==> src/hw/cso_pkg.sv <==
// cso_pkg: constants for the select option control block
// ----------------------------------------------------------
// Overview of operation
// [RULE1] mode bit: 0 async, 1 slow-clock sync
// [RULE2] async select with address or data strobe
// [RULE3] direction field: read, write, or both
// [RULE4] async cycles end on acknowledge or autovector
// [RULE5] ack field: waits, fast end, external
// [RULE6] one clock per wait; zero wait three cycles
// [RULE7] fast termination gives a two-cycle access
// [RULE8] first acknowledge ends the cycle at once
// [RULE9] external option waits forever for acknowledge
// [RULE10] sync match pends until bus interface agrees
// [RULE11] sync byte transfers run back to back
// [RULE12] sync cycles ignore acknowledge and ack field
// [RULE13] software keeps autovector off on sync selects
// [RULE14] software sets bus monitor above two slow clocks
// [RULE15] byte field gates select by port size
// [RULE16] reset: ordinary byte off, boot both bytes
// [RULE17] disabled byte field blocks select and responses
// [RULE18] autovector bit enables internal autovector
// [RULE19] space field restricts access type
// [RULE20] software avoids counter clash on shared matches
// [RULE21] software keeps processor-space selects off data
// [RULE22] interrupt level compared during acknowledge cycles
// [RULE23] select needs space, address, direction, byte match
// [RULE24] reserved direction code matches nothing
// ----------------------------------------------------------
package cso_pkg;
  localparam int NCH  = 12;
  localparam int BOOT = 11;
  // option word layout
  localparam int MODE_B = 15;
  localparam int BYTE_L = 13;
  localparam int RW_L   = 11;
  localparam int STROBE_SELECT_B = 10;
  localparam int ACK_L  = 6;
  localparam int SPC_L  = 4;
  localparam int IPL_L  = 1;
  localparam int AUTOVECTOR_RESPONSE_B = 0;
  localparam logic [3:0] ACK_FAST = 4'hE;
  localparam logic [3:0] ACK_EXT  = 4'hF;
  localparam logic [1:0] RW_RD    = 2'h1;
  localparam logic [1:0] RW_WR    = 2'h2;
  localparam logic [1:0] RW_BOTH  = 2'h3;
  localparam logic [1:0] BY_LOW   = 2'h1;
  localparam logic [1:0] BY_UP    = 2'h2;
  localparam logic [1:0] BY_BOTH  = 2'h3;
  localparam logic [1:0] SP_CPU   = 2'h0;
  localparam logic [1:0] SP_USER  = 2'h1;
  localparam logic [1:0] SP_SUPV  = 2'h2;
  localparam logic [2:0] FC_CPU   = 3'h7;
  localparam logic [1:0] SIZ_BYTE = 2'h1;
  // reset words
  localparam logic [15:0] OPT_RST  = 16'h1B70;
  localparam logic [15:0] BOOT_RST = 16'h7B70;
  localparam logic [11:0] P16_RST  = 12'h800;
  // register byte addresses
  localparam logic [11:0] OPT_BASE = 12'h000;
  localparam logic [11:0] P16_OFF  = 12'h030;
  localparam logic [11:0] STAT_OFF = 12'h034;
  // clock and wait timing
  localparam int CLK_NS = 50;
  localparam int FAST_CYC = 2;
  localparam int ZERO_CYC = 3;
  localparam logic [3:0] FAST_LOAD = 4'(FAST_CYC - 2);
  localparam logic [3:0] WAIT_ADD  = 4'(ZERO_CYC - 3);
endpackage

==> src/hw/cso_if.sv <==
// cso_if: match and wait-counter signals between submodules
`timescale 1ns/1ps
`default_nettype none
interface cso_if;
  import cso_pkg::*;
  logic [NCH-1:0][15:0] opt;
  logic [NCH-1:0]       port16;
  logic [NCH-1:0]       addr_hit;
  logic                 rd;
  logic [2:0]           fc;
  logic                 a0;
  logic [1:0]           siz;
  logic [2:0]           lvl;
  logic [NCH-1:0]       hit;
  logic                 ack_int;
  logic [3:0]           ack_code;
  logic                 autovector_response_req;
  logic                 start;
  logic                 stop;
  logic                 done;
  modport matcher (input opt, port16, addr_hit, rd, fc, a0,
                   siz, lvl, output hit, ack_int, ack_code,
                   autovector_response_req);
  modport waiter  (input start, stop, ack_code, output done);
  modport ctrl    (output opt, port16, addr_hit, rd, fc, a0,
                   siz, lvl, start, stop, input hit, ack_int,
                   ack_code, autovector_response_req, done);
endinterface // cso_if
`default_nettype wire

==> src/hw/cso_match.sv <==
// cso_match: per-channel qualification of the current access
`timescale 1ns/1ps
`default_nettype none
module cso_match
  import cso_pkg::*;
(
  cso_if.matcher m
);
  logic lower;
  logic upper;
  logic cpu;
  logic [NCH-1:0] int_en;
  assign lower = m.a0 | (m.siz != SIZ_BYTE);
  assign upper = ~m.a0;
  assign cpu   = (m.fc == FC_CPU);

  // one qualifier per channel
  for (genvar i = 0; i < NCH; i++) begin : g_ch
    logic [1:0] by;
    logic [1:0] rw;
    logic [1:0] sp;
    logic [2:0] interrupt_level_field;
    logic       ok_by;
    logic       ok_rw;
    logic       ok_sp;
    logic       ok_ip;
    assign by  = m.opt[i][BYTE_L+1:BYTE_L];
    assign rw  = m.opt[i][RW_L+1:RW_L];
    assign sp  = m.opt[i][SPC_L+1:SPC_L];
    assign interrupt_level_field = m.opt[i][IPL_L+2:IPL_L];
    // zero byte field never enables
    assign ok_by = (by != 2'h0) & (~m.port16[i] | (by == BY_BOTH)
                 | ((by == BY_LOW) & lower)
                 | ((by == BY_UP) & upper)); // RULE15 RULE17
    // reserved code falls through to no match
    assign ok_rw = (rw == RW_BOTH) | ((rw == RW_RD) & m.rd)
                 | ((rw == RW_WR) & ~m.rd); // RULE3 RULE24
    assign ok_sp = (sp == SP_CPU)  ? cpu
                 : (sp == SP_USER) ? ~m.fc[2]
                 : (sp == SP_SUPV) ? (m.fc[2] & ~cpu)
                 : ~cpu; // RULE19
    assign ok_ip = ~cpu | (interrupt_level_field == 3'h0) | (interrupt_level_field == m.lvl); // RULE22
    assign m.hit[i] = m.addr_hit[i] & ok_by & ok_rw & ok_sp
                    & ok_ip; // RULE23
    assign int_en[i] = m.hit[i] & ~m.opt[i][MODE_B]
                     & (m.opt[i][ACK_L+3:ACK_L] != ACK_EXT);
  end

  // shortest wait wins; fast wraps to zero so it sorts first
  always_comb begin
    m.ack_code = ACK_EXT;
    m.autovector_response_req = 1'b0;
    for (int i = 0; i < NCH; i++) begin
      if (int_en[i] && (m.ack_code == ACK_EXT ||
          m.opt[i][ACK_L+3:ACK_L] + 4'h2 < m.ack_code + 4'h2))
        m.ack_code = m.opt[i][ACK_L+3:ACK_L]; // RULE5
      if (m.hit[i] && !m.opt[i][MODE_B] && m.opt[i][AUTOVECTOR_RESPONSE_B])
        m.autovector_response_req = 1'b1; // RULE18
    end
  end
  assign m.ack_int = |int_en | m.autovector_response_req;
endmodule // cso_match
`default_nettype wire

==> src/hw/cso_wait.sv <==
// cso_wait: shared wait-state counter for internal acknowledge
`timescale 1ns/1ps
`default_nettype none
module cso_wait
  import cso_pkg::*;
(
  input  wire logic pclk,
  input  wire logic presetn,
  cso_if.waiter     w
);
  logic [3:0] cnt_q;
  logic       run_q;

  // n waits load n, so done lands n+1 cycles after the start cycle
  always_ff @(posedge pclk or negedge presetn) begin
    if (!presetn) begin
      cnt_q <= 4'h0;
      run_q <= 1'b0;
    end else if (w.start) begin
      cnt_q <= (w.ack_code == ACK_FAST) ? FAST_LOAD
             : (w.ack_code == ACK_EXT) ? WAIT_ADD
             : w.ack_code + WAIT_ADD; // RULE6 RULE7
      run_q <= 1'b1;
    end else if (w.stop || w.done) begin
      run_q <= 1'b0;
    end else if (run_q) begin
      cnt_q <= cnt_q - 4'h1;
    end
  end
  assign w.done = run_q & (cnt_q == 4'h0);
endmodule // cso_wait
`default_nettype wire

==> src/hw/cso_top.sv <==
// cso_top: select option control with its apb register file
//
// The placing of the registers and the APB register port were chosen for this implementation.
`timescale 1ns/1ps
`default_nettype none
module cso_top
  import cso_pkg::*;
(
  input  wire logic        pclk,
  input  wire logic        presetn,
  input  wire logic [11:0] paddr,
  input  wire logic        psel,
  input  wire logic        penable,
  input  wire logic        pwrite,
  input  wire logic [31:0] pwdata,
  output logic      [31:0] prdata,
  output logic             pready,
  output logic             pslverr,
  input  wire logic [11:0] addr_match,
  input  wire logic        cycle_start,
  input  wire logic        bus_read,
  input  wire logic [2:0]  bus_fc,
  input  wire logic        bus_addr0,
  input  wire logic [1:0]  bus_size,
  input  wire logic [2:0]  iack_level,
  input  wire logic        address_strobe,
  input  wire logic        data_strobe,
  input  wire logic        data_size_ack_n,
  input  wire logic        autovector_response_n,
  input  wire logic        ebi_timing_ok,
  input  wire logic        sync_cycle_done,
  input  wire logic        sync_next_byte,
  output logic      [11:0] select_n,
  output logic             int_data_size_ack,
  output logic             int_autovector,
  output logic             cycle_end,
  output logic             sync_pending
);

  // ----------------------------------------------------------
  // declarations
  // ----------------------------------------------------------
  typedef enum logic [1:0] {
    ST_IDLE,
    ST_ASYNC,
    ST_PEND,
    ST_SYNC
  } cso_state_t;

  cso_if ci ();

  cso_state_t           st_q;
  cso_state_t           st_d;
  logic [NCH-1:0][15:0] opt_q;
  logic [NCH-1:0]       p16_q;
  logic [NCH-1:0]       hit_q;
  logic                 autovector_response_q;
  logic                 ack_int_q;
  logic [2:0]           ack_s_q;
  logic [2:0]           av_s_q;
  logic                 ext_ack_q;
  logic                 ext_av_q;
  logic [11:0]          sel_n_q;
  logic [11:0]          sel_n_d;
  logic                 idsack_q;
  logic                 iavec_q;
  logic                 end_q;
  logic                 pend_q;
  logic [31:0]          rdata_q;
  logic                 rdy_q;
  logic                 err_q;

  // ----------------------------------------------------------
  // submodules
  // ----------------------------------------------------------
  assign ci.opt      = opt_q;
  assign ci.port16   = p16_q;
  assign ci.addr_hit = addr_match;
  assign ci.rd       = bus_read;
  assign ci.fc       = bus_fc;
  assign ci.a0       = bus_addr0;
  assign ci.siz      = bus_size;
  assign ci.lvl      = iack_level;

  cso_match u_match (
    .m (ci.matcher)
  );

  cso_wait u_wait (
    .pclk    (pclk),
    .presetn (presetn),
    .w       (ci.waiter)
  );

  // ----------------------------------------------------------
  // apb decode
  // ----------------------------------------------------------
  logic [3:0] widx;
  logic       opt_sel;
  logic       p16_sel;
  logic       stat_sel;
  logic       mapped;
  logic       setup;
  logic       wr_go;
  logic [31:0] rd_mux;

  assign widx     = paddr[5:2];
  assign opt_sel  = (paddr[11:6] == OPT_BASE[11:6])
                  & (paddr[1:0] == 2'h0)
                  & (widx < 4'(NCH));
  assign p16_sel  = (paddr == P16_OFF);
  assign stat_sel = (paddr == STAT_OFF);
  assign mapped   = opt_sel | p16_sel | stat_sel;
  assign setup    = psel & ~penable & ~rdy_q;
  assign wr_go    = psel & penable & rdy_q & pwrite & mapped;

  // narrow registers read back in the low bits
  assign rd_mux = opt_sel  ? {16'h0, opt_q[widx]}
                : p16_sel  ? {20'h0, p16_q}
                : stat_sel ? {17'h0, st_q, pend_q,
                              ~sel_n_q[NCH-1:0]}
                : 32'h0;

  // ready follows setup by one clock: one access cycle
  always_ff @(posedge pclk or negedge presetn) begin
    if (!presetn) begin
      rdy_q   <= 1'b0;
      err_q   <= 1'b0;
      rdata_q <= 32'h0;
    end else begin
      rdy_q   <= setup;
      err_q   <= setup & ~mapped;
      rdata_q <= (setup & ~pwrite) ? rd_mux : 32'h0;
    end
  end

  // ----------------------------------------------------------
  // option and port-size registers
  // ----------------------------------------------------------
  // boot channel starts enabled for both bytes
  always_ff @(posedge pclk or negedge presetn) begin
    if (!presetn) begin
      for (int i = 0; i < NCH; i++) begin
        opt_q[i] <= (i == BOOT) ? BOOT_RST : OPT_RST; // RULE16
      end
      p16_q <= P16_RST;
    end else if (wr_go && opt_sel) begin
      opt_q[widx] <= pwdata[15:0];
    end else if (wr_go && p16_sel) begin
      p16_q <= pwdata[NCH-1:0];
    end
  end

  // ----------------------------------------------------------
  // pin synchronisers
  // ----------------------------------------------------------
  // first stage is looked at by the second stage only
  always_ff @(posedge pclk or negedge presetn) begin
    if (!presetn) begin
      ack_s_q   <= 3'h7;
      av_s_q    <= 3'h7;
      ext_ack_q <= 1'b0;
      ext_av_q  <= 1'b0;
    end else begin
      ack_s_q <= {ack_s_q[1:0], data_size_ack_n};
      av_s_q  <= {av_s_q[1:0], autovector_response_n};
      if (ack_s_q[1] == ack_s_q[2])
        ext_ack_q <= ~ack_s_q[2];
      if (av_s_q[1] == av_s_q[2])
        ext_av_q <= ~av_s_q[2];
    end
  end

  // ----------------------------------------------------------
  // cycle control
  // ----------------------------------------------------------
  logic go;
  logic any_async;
  logic any_sync;
  logic ext_end;
  logic int_end;
  logic fast_now;
  logic autovector_response_now;
  logic [NCH-1:0] cur_hit;
  logic [NCH-1:0] mode_v;
  logic [NCH-1:0] strobe_select_v;

  for (genvar i = 0; i < NCH; i++) begin : g_fld
    assign mode_v[i] = opt_q[i][MODE_B];
    assign strobe_select_v[i] = opt_q[i][STROBE_SELECT_B];
  end

  assign go        = cycle_start & (st_q == ST_IDLE);
  assign any_async = |(ci.hit & ~mode_v); // RULE1
  assign any_sync  = |(ci.hit & mode_v);
  // external acknowledge or autovector ends async cycles
  assign ext_end   = (st_q == ST_ASYNC)
                   & (ext_ack_q | ext_av_q); // RULE4 RULE8
  assign ci.start  = go & any_async & ci.ack_int;
  // fast termination ends in its own start cycle
  assign fast_now  = ci.start & (ci.ack_code == ACK_FAST); // RULE7
  assign int_end   = fast_now | ((st_q == ST_ASYNC) & ci.done & ack_int_q);
  assign ci.stop   = ext_end;
  assign cur_hit   = (st_q == ST_ASYNC) ? hit_q : (go ? ci.hit & ~mode_v : '0);
  assign autovector_response_now  = (st_q == ST_ASYNC) ? autovector_response_q : ci.autovector_response_req;

  // async wins when both kinds match; sync waits for the ebi
  always_comb begin
    st_d = st_q;
    case (st_q)
      ST_IDLE: begin
        if (go && any_async && !fast_now)
          st_d = ST_ASYNC;
        else if (go && !any_async && any_sync)
          st_d = ST_PEND; // RULE10
      end
      ST_ASYNC: begin
        if (ext_end || int_end)
          st_d = ST_IDLE; // RULE8 RULE9
      end
      ST_PEND: begin
        if (ebi_timing_ok)
          st_d = ST_SYNC; // RULE10
      end
      ST_SYNC: begin
        if (sync_cycle_done && !sync_next_byte)
          st_d = ST_IDLE; // RULE11 RULE12
      end
      default: st_d = ST_IDLE;
    endcase
  end

  // latch the matches for the life of the cycle
  always_ff @(posedge pclk or negedge presetn) begin
    if (!presetn) begin
      st_q      <= ST_IDLE;
      hit_q     <= '0;
      autovector_response_q    <= 1'b0;
      ack_int_q <= 1'b0;
    end else begin
      st_q <= st_d;
      if (go) begin
        hit_q     <= any_async ? (ci.hit & ~mode_v)
                               : (ci.hit & mode_v);
        autovector_response_q    <= ci.autovector_response_req;
        ack_int_q <= any_async & ci.ack_int;
      end
    end
  end

  // ----------------------------------------------------------
  // select pins and responses
  // ----------------------------------------------------------
  // async follows the chosen strobe; sync ignores strobe bit
  always_comb begin
    sel_n_d = '1;
    for (int i = 0; i < NCH; i++) begin
      if (cur_hit[i])
        sel_n_d[i] = ~(strobe_select_v[i] ? data_strobe : address_strobe); // RULE2
      if (st_d == ST_SYNC && hit_q[i])
        sel_n_d[i] = 1'b0; // RULE10 RULE11
    end
  end

  // autovector replaces internal acknowledge when enabled
  always_ff @(posedge pclk or negedge presetn) begin
    if (!presetn) begin
      sel_n_q  <= '1;
      idsack_q <= 1'b0;
      iavec_q  <= 1'b0;
      end_q    <= 1'b0;
      pend_q   <= 1'b0;
    end else begin
      sel_n_q  <= sel_n_d;
      idsack_q <= int_end & ~ext_end & ~autovector_response_now; // RULE5
      iavec_q  <= int_end & ~ext_end & autovector_response_now; // RULE18
      end_q    <= ext_end | int_end
                | ((st_q == ST_SYNC) & sync_cycle_done
                   & ~sync_next_byte);
      pend_q   <= (st_d == ST_PEND);
    end
  end

  assign prdata            = rdata_q;
  assign pready            = rdy_q;
  assign pslverr           = err_q;
  assign select_n          = sel_n_q;
  assign int_data_size_ack = idsack_q;
  assign int_autovector    = iavec_q;
  assign cycle_end         = end_q;
  assign sync_pending      = pend_q;

  // ----------------------------------------------------------
  // checks
  // ----------------------------------------------------------
  logic [NCH-1:0] byoff_v;
  logic [NCH-1:0] rwres_v;
  logic           st_fast;
  logic           st_zero;
  for (genvar i = 0; i < NCH; i++) begin : g_chk
    assign byoff_v[i] = (opt_q[i][BYTE_L+1:BYTE_L] == 2'h0);
    assign rwres_v[i] = (opt_q[i][RW_L+1:RW_L] == 2'h0);
  end
  assign st_fast = ci.start & (ci.ack_code == ACK_FAST);
  assign st_zero = ci.start & (ci.ack_code == 4'h0);

  property p_fast_end;
    @(posedge pclk) disable iff (!presetn)
      st_fast |-> ##1 cycle_end;
  endproperty
  a_fast_end: assert property (p_fast_end) // RULE7
    else $error("fast termination not two cycles");

  property p_zero_end;
    @(posedge pclk) disable iff (!presetn)
      st_zero ##1 !(ext_ack_q | ext_av_q) |-> ##1 cycle_end;
  endproperty
  a_zero_end: assert property (p_zero_end) // RULE6
    else $error("zero wait not three cycles");

  property p_ext_end;
    @(posedge pclk) disable iff (!presetn)
      (st_q == ST_ASYNC && ext_ack_q) |=> cycle_end && st_q == ST_IDLE;
  endproperty
  a_ext_end: assert property (p_ext_end) // RULE8
    else $error("external acknowledge did not end cycle");

  property p_ext_wait;
    @(posedge pclk) disable iff (!presetn)
      (st_q == ST_ASYNC && !ack_int_q && !ext_ack_q
       && !ext_av_q) |=> !cycle_end;
  endproperty
  a_ext_wait: assert property (p_ext_wait) // RULE9
    else $error("external option ended without acknowledge");

  property p_byte_off;
    @(posedge pclk) disable iff (!presetn)
      $stable(opt_q) |-> !(|(~select_n & byoff_v));
  endproperty
  a_byte_off: assert property (p_byte_off) // RULE17
    else $error("select asserted with byte field disabled");

  property p_rw_rsvd;
    @(posedge pclk) disable iff (!presetn)
      $stable(opt_q) |-> !(|(~select_n & rwres_v));
  endproperty
  a_rw_rsvd: assert property (p_rw_rsvd) // RULE24
    else $error("select asserted with reserved direction");

  property p_sync_noack;
    @(posedge pclk) disable iff (!presetn)
      (st_q == ST_SYNC) |=> !int_data_size_ack && !int_autovector;
  endproperty
  a_sync_noack: assert property (p_sync_noack) // RULE12
    else $error("acknowledge produced in sync cycle");

  property p_sync_hold;
    @(posedge pclk) disable iff (!presetn)
      (st_q == ST_PEND && !ebi_timing_ok) |=> sync_pending && (&select_n);
  endproperty
  a_sync_hold: assert property (p_sync_hold) // RULE10
    else $error("sync select before bus timing ok");

  property p_b2b;
    @(posedge pclk) disable iff (!presetn)
      (st_q == ST_SYNC && sync_cycle_done && sync_next_byte)
        |=> st_q == ST_SYNC && !sync_pending && !cycle_end;
  endproperty
  a_b2b: assert property (p_b2b) // RULE11
    else $error("gap between back to back bytes");

endmodule // cso_top
`default_nettype wire

==> config.mk <==
export PLATFORM = sky130hd
export DESIGN_NAME = cso_top
export DESIGN_NICKNAME = d
export VERILOG_FILES = /design/src/hw/cso_pkg.sv /design/src/hw/cso_if.sv /design/src/hw/cso_match.sv /design/src/hw/cso_wait.sv /design/src/hw/cso_top.sv
export SDC_FILE = /design/constraint.sdc
export NUM_CORES = 1
export LEC_CHECK = 0
export ABC_AREA = 1
export BUFFER_PORTS_ARGS = -buffer_cell sky130_fd_sc_hd__buf_4
export CORE_ASPECT_RATIO = 1.4
export CORE_MARGIN = 2
export CORE_UTILIZATION = 25
export CTS_BUF_LIST = sky130_fd_sc_hd__clkbuf_4 sky130_fd_sc_hd__clkbuf_8 sky130_fd_sc_hd__clkbuf_16
export DETAILED_ROUTE_END_ITERATION = 12
export SLEW_MARGIN = 5
export SYNTH_ARGS = -nofsm -noshare
export SYNTH_HDL_FRONTEND = slang
export SYNTH_HIERARCHICAL = 1
export SYNTH_SLANG_ARGS = --single-unit
==> constraint.sdc <==
create_clock -name pclk -period 22 [get_ports pclk]
set_input_delay 1.1 -clock pclk [delete_from_list [all_inputs] [get_ports pclk]]
set_output_delay 1.1 -clock pclk [all_outputs]
set_load 0.02 [all_outputs]
* After elaboration in Yosys (flattened, before gate mapping)
Index checks and enable logic that the tools add are counted.
** Operators by class
- Order comparisons :: 14
- Reductions and logical operators :: 130
- Equality and inequality tests :: 145
- Add/subtract/negate cells :: 23
- Bitwise gates (word level) :: 303
- Multiplexer cells :: 122
** Operators with widths (number)
- 192-bit bitwise mux :: 1
- 1-bit AND :: 157
- 2-bit equality test (second input constant) :: 64
- 1-bit OR :: 92
- 4-bit by 2-bit adder with 4-bit output (second input constant) :: 22
- 1-bit two-way mux :: 87
- 2-bit by 1-bit equality test with 1-bit output (second input constant) :: 37
- 4-bit two-way mux :: 17
- 16-bit binary-select mux with 4-bit select :: 1
- 16-bit demux with 4-bit select :: 1
- 16-bit two-way mux :: 4
- 1-bit logical AND :: 55
- 4-bit equality test (second input constant) :: 13
- 1-bit inverter :: 50
- 4-bit inequality test (second input constant) :: 12
- 4-bit less-than comparator :: 11
- 3-bit equality test :: 12
- 3-bit logical NOT :: 12
- 12-bit two-way mux :: 3
- 12-bit OR reduction :: 3
- 15-bit two-way mux :: 2
- 2-bit logical NOT :: 14
- 2-bit nonzero test :: 14
- 12-bit AND :: 2
- other kinds (17) :: 51
** Word-level totals
- Output and inout port bits :: 50
- Register bits :: 267
- Word-level logic and storage cells :: 768
- Input bits :: 79

* Longest topological paths before layout
Gate-level depths: netlist of run 1.
- Depth in word-level cells :: 77
- Gate-level depth with buffers :: 148
- Mapped depth without buffers :: 148

* By module
The synthesis of run 1 kept the hierarchy.
** By module, submodules not included
- cso_top :: cells an instance 1323, area an instance 12249.2 um2, instances 1
- cso_match :: cells an instance 690, area an instance 3953.8 um2, instances 1
- cso_wait :: cells an instance 45, area an instance 337.8 um2, instances 1

* Least setup slack after synthesis of run 1
No wires, ideal clock.
- Kind :: input to register
- Start point :: in bus_addr0
- End point :: reg iavec_q (netlist: int_autovector)
- Setup slack :: 5769 ps
- Setup time :: 72 ps
- Cell stages on the path :: 122
- Buffers on the path :: 1
- Data required time :: 21928 ps
- Arrival :: 16160 ps
- Cell sequence :: buf_2 -> nand3_1 -> nand2_1 -> nor2_1 -> nand2_1 -> nor2_1 -> and2_2 -> nand2_1 -> nor2_2 -> inv_1 -> nor2_1 -> inv_1 -> ha_1 -> xor2_1 -> ha_1 -> a21oi_1 -> nand2_1 -> nand2_2 -> (+86 left out) -> inv_1 -> ha_1 -> xor2_1 -> ha_1 -> nand2_1 -> inv_1 -> nand2_1 -> nand2_1 -> nand2_2 -> nand2_2 -> nand2_1 -> nand2_1 -> nand2_1 -> nor3b_1 -> nand4_1 -> o21ai_0 -> nand2_1 -> nor2_1
** Between the ends
- Longest elaborated chain between the ends :: 72
- Elaborated cells on any way between the ends :: 249
- Classes of those cells :: add/sub: 11; order compare: 11; eq/ne: 12; mux: 25; bitwise: 142; reduce/logical: 48
** RTL lines
- start: declaration :: line cso_top.sv:23 : input wire logic bus_addr0,
- 1-bit OR :: line cso_match.sv:13 : assign lower = m.a0 | (m.siz != SIZ_BYTE);
- 1-bit AND :: line cso_match.sv:33 : | ((by == BY_LOW) & lower)
- 1-bit OR :: line cso_match.sv:33
- 1-bit OR (*) :: line cso_match.sv:34 : | ((by == BY_UP) & upper));
- 1-bit AND (*) :: line cso_match.sv:32 : assign ok_by = (by != 2'h0) & (~m.port16[i] | (by == BY_BOTH)
- 1-bit AND (*) (3 in a row) :: line cso_match.sv:43 : assign m.hit[i] = m.addr_hit[i] & ok_by & ok_rw & ok_sp
- 1-bit AND (*) :: line cso_match.sv:44 : & ok_ip;
- net ci.hit[0] :: line cso_if.sv:14 : logic [NCH-1:0] hit;
- (+55 left out)
- 1-bit logical OR :: line cso_match.sv:54 : if (int_en[i] && (m.ack_code == ACK_EXT ||
- 1-bit logical AND :: line cso_match.sv:54
- 4-bit two-way mux (*) :: line cso_match.sv:54
- net ci.ack_code[2] :: line cso_if.sv:16 : logic [3:0] ack_code;
- 4-bit equality test (*) :: line cso_top.sv:201 : assign fast_now = ci.start & (ci.ack_code == ACK_FAST);
- 1-bit AND (*)
- 1-bit OR (*) :: line cso_top.sv:202 : assign int_end = fast_now | ((st_q == ST_ASYNC) & ci.done & ack_int_q);
- 1-bit AND (*) (2 in a row) :: line cso_top.sv:276 : iavec_q <= int_end & ~ext_end & autovector_response_now;
- end signal: assignment :: line cso_top.sv:276
- end: declaration :: line cso_top.sv:66 : logic iavec_q;
The timed path passes the listed nets; every way through them passes the cells marked *.
A chain may end at the register's enable or synchronous reset.

* Final worst setup path of run 1
- Start point :: in bus_fc[0]
- End point :: reg idsack_q (netlist: int_data_size_ack)
** Between the ends
- Longest elaborated chain between the ends :: 71
- Elaborated cells on any way between the ends :: 227
- Classes of those cells :: add/sub: 11; order compare: 11; eq/ne: 13; mux: 61; bitwise: 83; reduce/logical: 48
** RTL lines
- start: declaration :: line cso_top.sv:22 : input wire logic [2:0] bus_fc,
- 3-bit equality test (*) :: line cso_match.sv:15 : assign cpu = (m.fc == FC_CPU);
- 1-bit inverter :: line cso_match.sv:40, cso_match.sv:41, cso_match.sv:42
- 1-bit AND :: line cso_match.sv:40 : : (sp == SP_SUPV) ? (m.fc[2] & ~cpu)
- 1-bit two-way mux :: line cso_match.sv:40
- 1-bit two-way mux :: line cso_match.sv:39 : : (sp == SP_USER) ? ~m.fc[2]
- 1-bit two-way mux :: line cso_match.sv:38 : assign ok_sp = (sp == SP_CPU) ? cpu
- 1-bit AND :: line cso_match.sv:43
- 1-bit AND (*) :: line cso_match.sv:44
- net ci.hit[0] :: line cso_if.sv:14
- (+55 left out)
- 1-bit logical OR :: line cso_match.sv:54
- 1-bit logical AND :: line cso_match.sv:54
- 4-bit two-way mux (*) :: line cso_match.sv:54
- net ci.ack_code[2] :: line cso_if.sv:16
- 4-bit equality test (*) :: line cso_top.sv:201
- 1-bit AND (*)
- 1-bit OR (*) :: line cso_top.sv:202
- 1-bit AND (*) (2 in a row) :: line cso_top.sv:275 : idsack_q <= int_end & ~ext_end & ~autovector_response_now;
- end signal: assignment :: line cso_top.sv:275
- end: declaration :: line cso_top.sv:65 : logic idsack_q;
Marks and branches as above.

==> results of run 1 <==
[cell type report]
cell class,count,area [sq um]
fillers,7007,46600
well taps,847,1060
clock inverters,15,226
repair buffers,112,848
clock buffers,41,858
flip-flops and latches,267,6810
multi-input cells,1451,8110
inverters,235,885
[through the flow]
step	area (sq um)	utilization, %	setup WS (ps)	power [mW]
2_1_floorplan	16600	-	5770	0.542
3_3_place_gp	17700	27.1	3320	0.580
3_5_place_dp	17700	27.1	3140	0.580
4_1_cts	18800	28.7	3750	1.14
5_1_grt	18800	28.7	2100	1.16
6_report	18800	28.7	3770	1.12
[critical path, delay by kind of cell]
family | cells | cell delay, ps
AOI/OAI and AO/OA | 20 | 3560
xor gates and xnor gates | 11 | 1720
adders and majority gates | 22 | 5410
buffers and inverters | 14 | 960
and+or+nand+nor | 55 | 5960
[cell usage in the layout, fill, tap and decap left out, types with 7 or more instances in the layout]
master     netlist  routed
nand3_1        101     101
o31ai_1         10      10
nor3_1          16      16
a22oi_1         33      33
o211ai_1        15      15
o22ai_1         26      26
ha_1            57      57
nand4_1         22      22
nand2_2         17      17
o21ai_1        157     157
o221ai_1        16      16
dfrtp_1        162     162
nor2_2           9      10
o21ai_2         42      42
buf_4           17     111
xnor2_1         38      38
o21a_1          16      16
nand3_4         10      10
xor2_1          20      20
o2111ai_1       11      11
nor2_1          73      72
nand2_1        505     505
a21oi_1         43      43
o22a_1          16      16
or2_2            7       7
and3_1          14      14
conb_1           1      16
clkbuf_16        0      30
dfstp_2        105     105
inv_1          222     222
clkbuf_4         0       7
inv_2            9       9
o21ai_0        116     116
[power by group through the flow]
stage          Combinational [mW]  Sequential (mW)  Clock [mW]
2_1_floorplan              0.0390            0.503           0
3_3_place_gp               0.0770            0.503           0
3_5_place_dp               0.0773            0.503           0
4_1_cts                    0.0775            0.494       0.564
5_1_grt                    0.0829            0.494       0.582
6_report                   0.0774            0.495       0.551
[cells by family after synthesis]
logic type	count (synthesis)	share of synthesized area (%)
flip-flops	267	41.2
other	1	0.0227
AO/OA/AOI/OAI	520	19.3
AND/OR/NAND/NOR	797	21.8
buffers and inverters	355	10.1
multiplexers	3	0.182
XOR/XNOR	58	3.07
adder cells (fa/ha/maj)	57	4.31
[path summary, 6_finish.rpt]
kind,startpoint,endpoint,slack (ps),cells after the start
worst max-delay path,bus_fc[0],int_data_size_ack$_DFF_PN0_,3770,122
worst min-delay path,ack_s_q[0]$_DFF_PN1_,ack_s_q[1]$_DFF_PN1_,360,0
worst max register to register,ci.opt[12]$_DFFE_PN1P_,int_data_size_ack$_DFF_PN0_,4470,122
worst min register to register,ack_s_q[0]$_DFF_PN1_,ack_s_q[1]$_DFF_PN1_,360,0
max in group asynchronous,presetn,ci.port16[4]$_DFFE_PN0P_,19370,3
min in group asynchronous,presetn,ci.opt[19]$_DFFE_PN0P_,470,1
[flip-flops by register name, indices dropped and copies added (netlist names), 2 cells and up]
signal        cells
st_q              2
select_n         12
ci.opt          192
ci.port16        12
hit_q            12
u_wait/cnt_q      4
av_s_q            3
ack_s_q           3
prdata           16
[per-layer routing]
metal	track usage [%]	part of all wire [%]
met5	0	0
met4	6.62	4.2
met3	1.46	4.7
met2	27.3	49
met1	19.5	42
==> flow_metrics.env, run 1 <==
export IMPL_place_gp_congestion=0.908
export IMPL_vias=14277
export IMPL_nets=2233
export IMPL_routedWlPerCell_um=18.2
export IMPL_clk_pin_slew_ps=70
export IMPL_grt_usage_pct=15.6
export IMPL_drc=0
export IMPL_synth_cell_types=57
export IMPL_diodes=0
export IMPL_clockBufferDepth=3
export IMPL_cts_resized_gates=0
export IMPL_slowest_stage="nand2_1"
export IMPL_ant_nets=0
export IMPL_syn_to_final_growth_pct=13.7
export IMPL_clock_latency_ps=600
export IMPL_post_cts_buffers=0
export IMPL_start_kind="input port"
export IMPL_yosys_area_top_type="dfrtp_1"
export IMPL_worstPathMaxFanout=24
export IMPL_min_period_over_period_pct=82.9
export IMPL_period_minus_slack_ps=18230
export IMPL_leakagePower_nw=8.03
export IMPL_first_pass_iters=7
export IMPL_ys_warn_count=6
export IMPL_slew_headroom_pct=22.9
export IMPL_grt_start_max_net_pins=71
export IMPL_p_comb_share_pct=6.9
export IMPL_die_w_um=221
export IMPL_synth_cells=2058
export IMPL_grt_pass1_wl_um=82700
export IMPL_antenna_found_initial=0
export IMPL_avgSynthCellArea_sq_um=8.04
export IMPL_std_cell_rows=111
export IMPL_synth_commonest_cells="505 x nand2_1, 222 x inv_1, 162 x dfrtp_1, 157 x o21ai_1, 116 x o21ai_0"
export IMPL_tns_ps=0
export IMPL_cts_made_buffers=30
export IMPL_synthTopCellsByArea="dfrtp_1 25%, dfstp_2 17%, nand2_1 11%, inv_1 5.0%, o21ai_1 4.8%"
export IMPL_drt_vias_per_instance=4.81
export IMPL_maxCapViolations=0
export IMPL_synth_edf_count=0
export IMPL_synth_top_area_share_pct=24.5
export IMPL_switching_share_pct=24.6
export IMPL_io_pins=129
export IMPL_rsz0062_at_grt="no"
export IMPL_cts_sinks=267
export IMPL_switchingPower_uw=276
export IMPL_syn_cell_area_sq_um=16500
export IMPL_h_tree_depth=1
export IMPL_detailed_place_hpwl_um=40000
export IMPL_timing_hold_ws_ps=363
export IMPL_die_area_sq_um=68300
export IMPL_dp_cells=2912
export IMPL_hold_viol=0
export IMPL_cts_tree="done"
export IMPL_hold_buffers=0
export IMPL_irDropWorstVdd_mv=0.0554
export IMPL_endpoint_kind="register"
export IMPL_synth_seq_cells=267
export IMPL_synth_most_common_cell="nand2_1"
export IMPL_ys_seq_area_share_pct=41.2
export IMPL_worstMarginPinSlew_ps=1150
export IMPL_finalWirelength_um=54000
export IMPL_seq_power_share_pct=44.0
export IMPL_stdcell_count=2968
export IMPL_port_buffers=96
export IMPL_fin_worst_skew_ps=55.7
export IMPL_fp_coreArea_sq_um=65400
export IMPL_async_flop_share_pct=100
export IMPL_cpPeakStageDelay_ps=670
export IMPL_required_ps=22530
export IMPL_crit_top_cell="nand2_1"
export IMPL_drtIter0Drc=972
export IMPL_cp_arrival_ps=18770
export IMPL_intPower_uw=847
export IMPL_clockRootBuffer="clkbuf_16"
export IMPL_overflow=0
export IMPL_hold_class="reg2reg"
export IMPL_initial_core_util_pct=25.3
export IMPL_power_per_cell_area_nw_per_um2=59.7
export IMPL_drv_slew=0
export IMPL_setup_viol=0
export IMPL_path_class="in2reg"
export IMPL_drive_gt1_share_pct=18.2
export IMPL_grt_pass1_vias=13914
export IMPL_clockPowerShare_pct=49.1
export IMPL_die_y_um=308
export IMPL_status="finished clean"
export IMPL_fmax_mhz=54.8
export IMPL_ys_flop_type="dfrtp_1"
Note: power is estimated with default switching activity, not from simulation.
==> run 2: changes to the inputs <==
==> constraint.sdc (replaced) <==
create_clock -name pclk -period 15.43 [get_ports pclk]
set_input_delay 0.7715 -clock pclk [delete_from_list [all_inputs] [get_ports pclk]]
set_output_delay 0.7715 -clock pclk [all_outputs]
set_load 0.02 [all_outputs]
==> flow_metrics.env, run 2 (synthesis gave the netlist of run 1 again) <==
export IMPL_status="finished, violations left"
export IMPL_violations="negative setup slack"
export IMPL_period_minus_slack_ps=16060
export IMPL_worstPathMaxFanout=6
export IMPL_clockBufferDepth=3
export IMPL_std_cell_rows=111
export IMPL_stdcell_count=3111
export IMPL_initial_core_util_pct=25.3
export IMPL_p_comb_share_pct=7.4
export IMPL_grt_start_max_net_pins=75
export IMPL_first_pass_iters=5
export IMPL_reg2reg_from="ci.opt[12]$_DFFE_PN1P_"
export IMPL_cp_arrival_ps=16550
export IMPL_mostFrequentLayoutCell="nand2_1"
export IMPL_cts_tree="done"
export IMPL_seq_power_share_pct=46.1
export IMPL_final_cell_mix="471 x nand2_1, 256 x buf_4, 215 x inv_1, 162 x dfrtp_1, 156 x o21ai_1"
export IMPL_grt_pass1_wl_um=86400
export IMPL_start_kind="register"
export IMPL_switchingPower_uw=377
export IMPL_fmax_mhz=62.3
export IMPL_hold_viol=0
export IMPL_largest_reg_flops=192
export IMPL_hold_class="in2async"
export IMPL_leakagePower_nw=8.74
export IMPL_slowest_stage="dfstp_2"
export IMPL_die_y_um=308
export IMPL_setup_ws_ps=-625
export IMPL_clock_latency_ps=570
export IMPL_clk_pin_slew_ps=60
export IMPL_overflow=0
export IMPL_drv_slew=0
export IMPL_drive_gt1_share_pct=27.0
export IMPL_maxCapViolations=0
export IMPL_fin_worst_skew_ps=18.3
export IMPL_vias=15148
export IMPL_worstMarginPinSlew_ps=1150
export IMPL_drc=0
export IMPL_ant_nets=0
export IMPL_cts_sinks=267
export IMPL_slew_headroom_pct=23.3
export IMPL_grt_pass1_vias=14891
export IMPL_clockPowerShare_pct=46.5
export IMPL_h_tree_depth=1
export IMPL_detailed_place_hpwl_um=41900
export IMPL_port_buffers=96
export IMPL_die_area_sq_um=68300
export IMPL_power_per_cell_area_nw_per_um2=75.7
export IMPL_drtIter0Drc=1084
export IMPL_irDropWorstVdd_mv=0.0755
export IMPL_cts_made_buffers=28
export IMPL_setup_viol=9
export IMPL_routedWlPerCell_um=18.2
export IMPL_cpPeakStageDelay_ps=540
export IMPL_nets=2377
export IMPL_dp_cells=2998
export IMPL_endpoint_kind="register"
export IMPL_clockRootBuffer="clkbuf_16"
export IMPL_place_gp_congestion=0.891
export IMPL_rsz0062_at_grt="yes"
export IMPL_path_class="reg2reg"
export IMPL_drt_vias_per_instance=4.87
export IMPL_switching_share_pct=24.6
export IMPL_die_w_um=221
export IMPL_grt_usage_pct=16.2
export IMPL_fp_coreArea_sq_um=65400
export IMPL_crit_top_cell="nand2_2"
export IMPL_tns_ps=-4830
export IMPL_intPower_mw=1.15
export IMPL_finalWirelength_um=56700
export IMPL_required_ps=15930
export IMPL_io_pins=129
export IMPL_startpoint="ci.opt[12]$_DFFE_PN1P_"
export IMPL_antenna_found_initial=3
export IMPL_hold_buffers=0
export IMPL_min_period_over_period_pct=104
export IMPL_syn_to_final_growth_pct=22.1
## run 2: cell count changes in the layout (fill, tap and decap cells not counted), sizes merged
cell / delta
buf: +146
clkinv: -5
bufinv: -3
clkinvlp: +1
diode: +1
clkbuf: +3
## run 2: repair_timing
| item | 4_1_cts | 5_1_grt |
|---|---|---|
| endpoints found under the hold margin | 0 | 0 |
| pin swaps | 46 | 87 |
| endpoints found under the setup margin | 9 | 9 |
| gates resized for setup | 18 | 52 |
| buffers inserted | 55 | 9 |
## run 2: area by class of cell
| class | instances | area [sq um] |
|---|---|---|
| fill | 6931 | 45200 |
| antenna | 1 | 2.50 |
| multi-input combinational | 1451 | 8530 |
| inverter | 235 | 887 |
| tap | 847 | 1060 |
| clock inverter | 8 | 96.3 |
| clock buffer | 44 | 863 |
| timing repair buffer | 258 | 1950 |
| sequential | 267 | 6810 |
## run 2: layer usage
| metal | global-route usage, % | wire length, um |
|---|---|---|
| met2 | 28.4 | 28000 |
| met4 | 9.58 | 3410 |
| met5 | 0 | 0 |
| met3 | 1.41 | 2620 |
| met1 | 19.4 | 22700 |
## run 2: power by group through the flow
stage	clock [mW]	combinational, mW	sequential (mW)
global route	0.748	0.120	0.705
global placement	0	0.113	0.717
finish	0.712	0.113	0.705
floorplan	0	0.0560	0.717
CTS	0.721	0.113	0.705
detailed placement	0	0.113	0.717
## run 2: critical path: cells and delay by family (launching register included)
kind            cells  cell delay (ps)
compound gates     13             2120
xor+xnor           11             1580
fa+ha+maj          21             5020
buf+inv            21             1160
flops               1              540
simple gates       68             5530
## run 2: metrics by stage
step | utilization, % | hold WS (ps) | cell area [sq um] | setup slack [ps] | total power, mW
3_3_place_gp | 28.3 | 349 | 18500 | -721 | 0.829
4_1_cts | 30.5 | 156 | 19900 | -463 | 1.54
6_report | 30.9 | 147 | 20200 | -625 | 1.53
5_1_grt | 30.9 | 176 | 20200 | -1960 | 1.57
3_5_place_dp | 28.3 | 349 | 18500 | -1070 | 0.829
2_1_floorplan | - | 345 | 16800 | -172 | 0.773
## run 2: worst paths after layout
check                      depth (start not counted)                       to  slack [ps]
hold reg to reg                                    0      av_s_q[1]$_DFF_PN1_         360
max in group asynchronous                          2  ci.opt[174]$_DFFE_PN0P_       13880
setup / recovery                                 134   sync_pending$_DFF_PN0_        -630
hold / removal                                     1    ci.opt[7]$_DFFE_PN0P_         150
setup reg to reg                                 134   sync_pending$_DFF_PN0_        -630
min in group pclk                                  1      av_s_q[0]$_DFF_PN1_         320
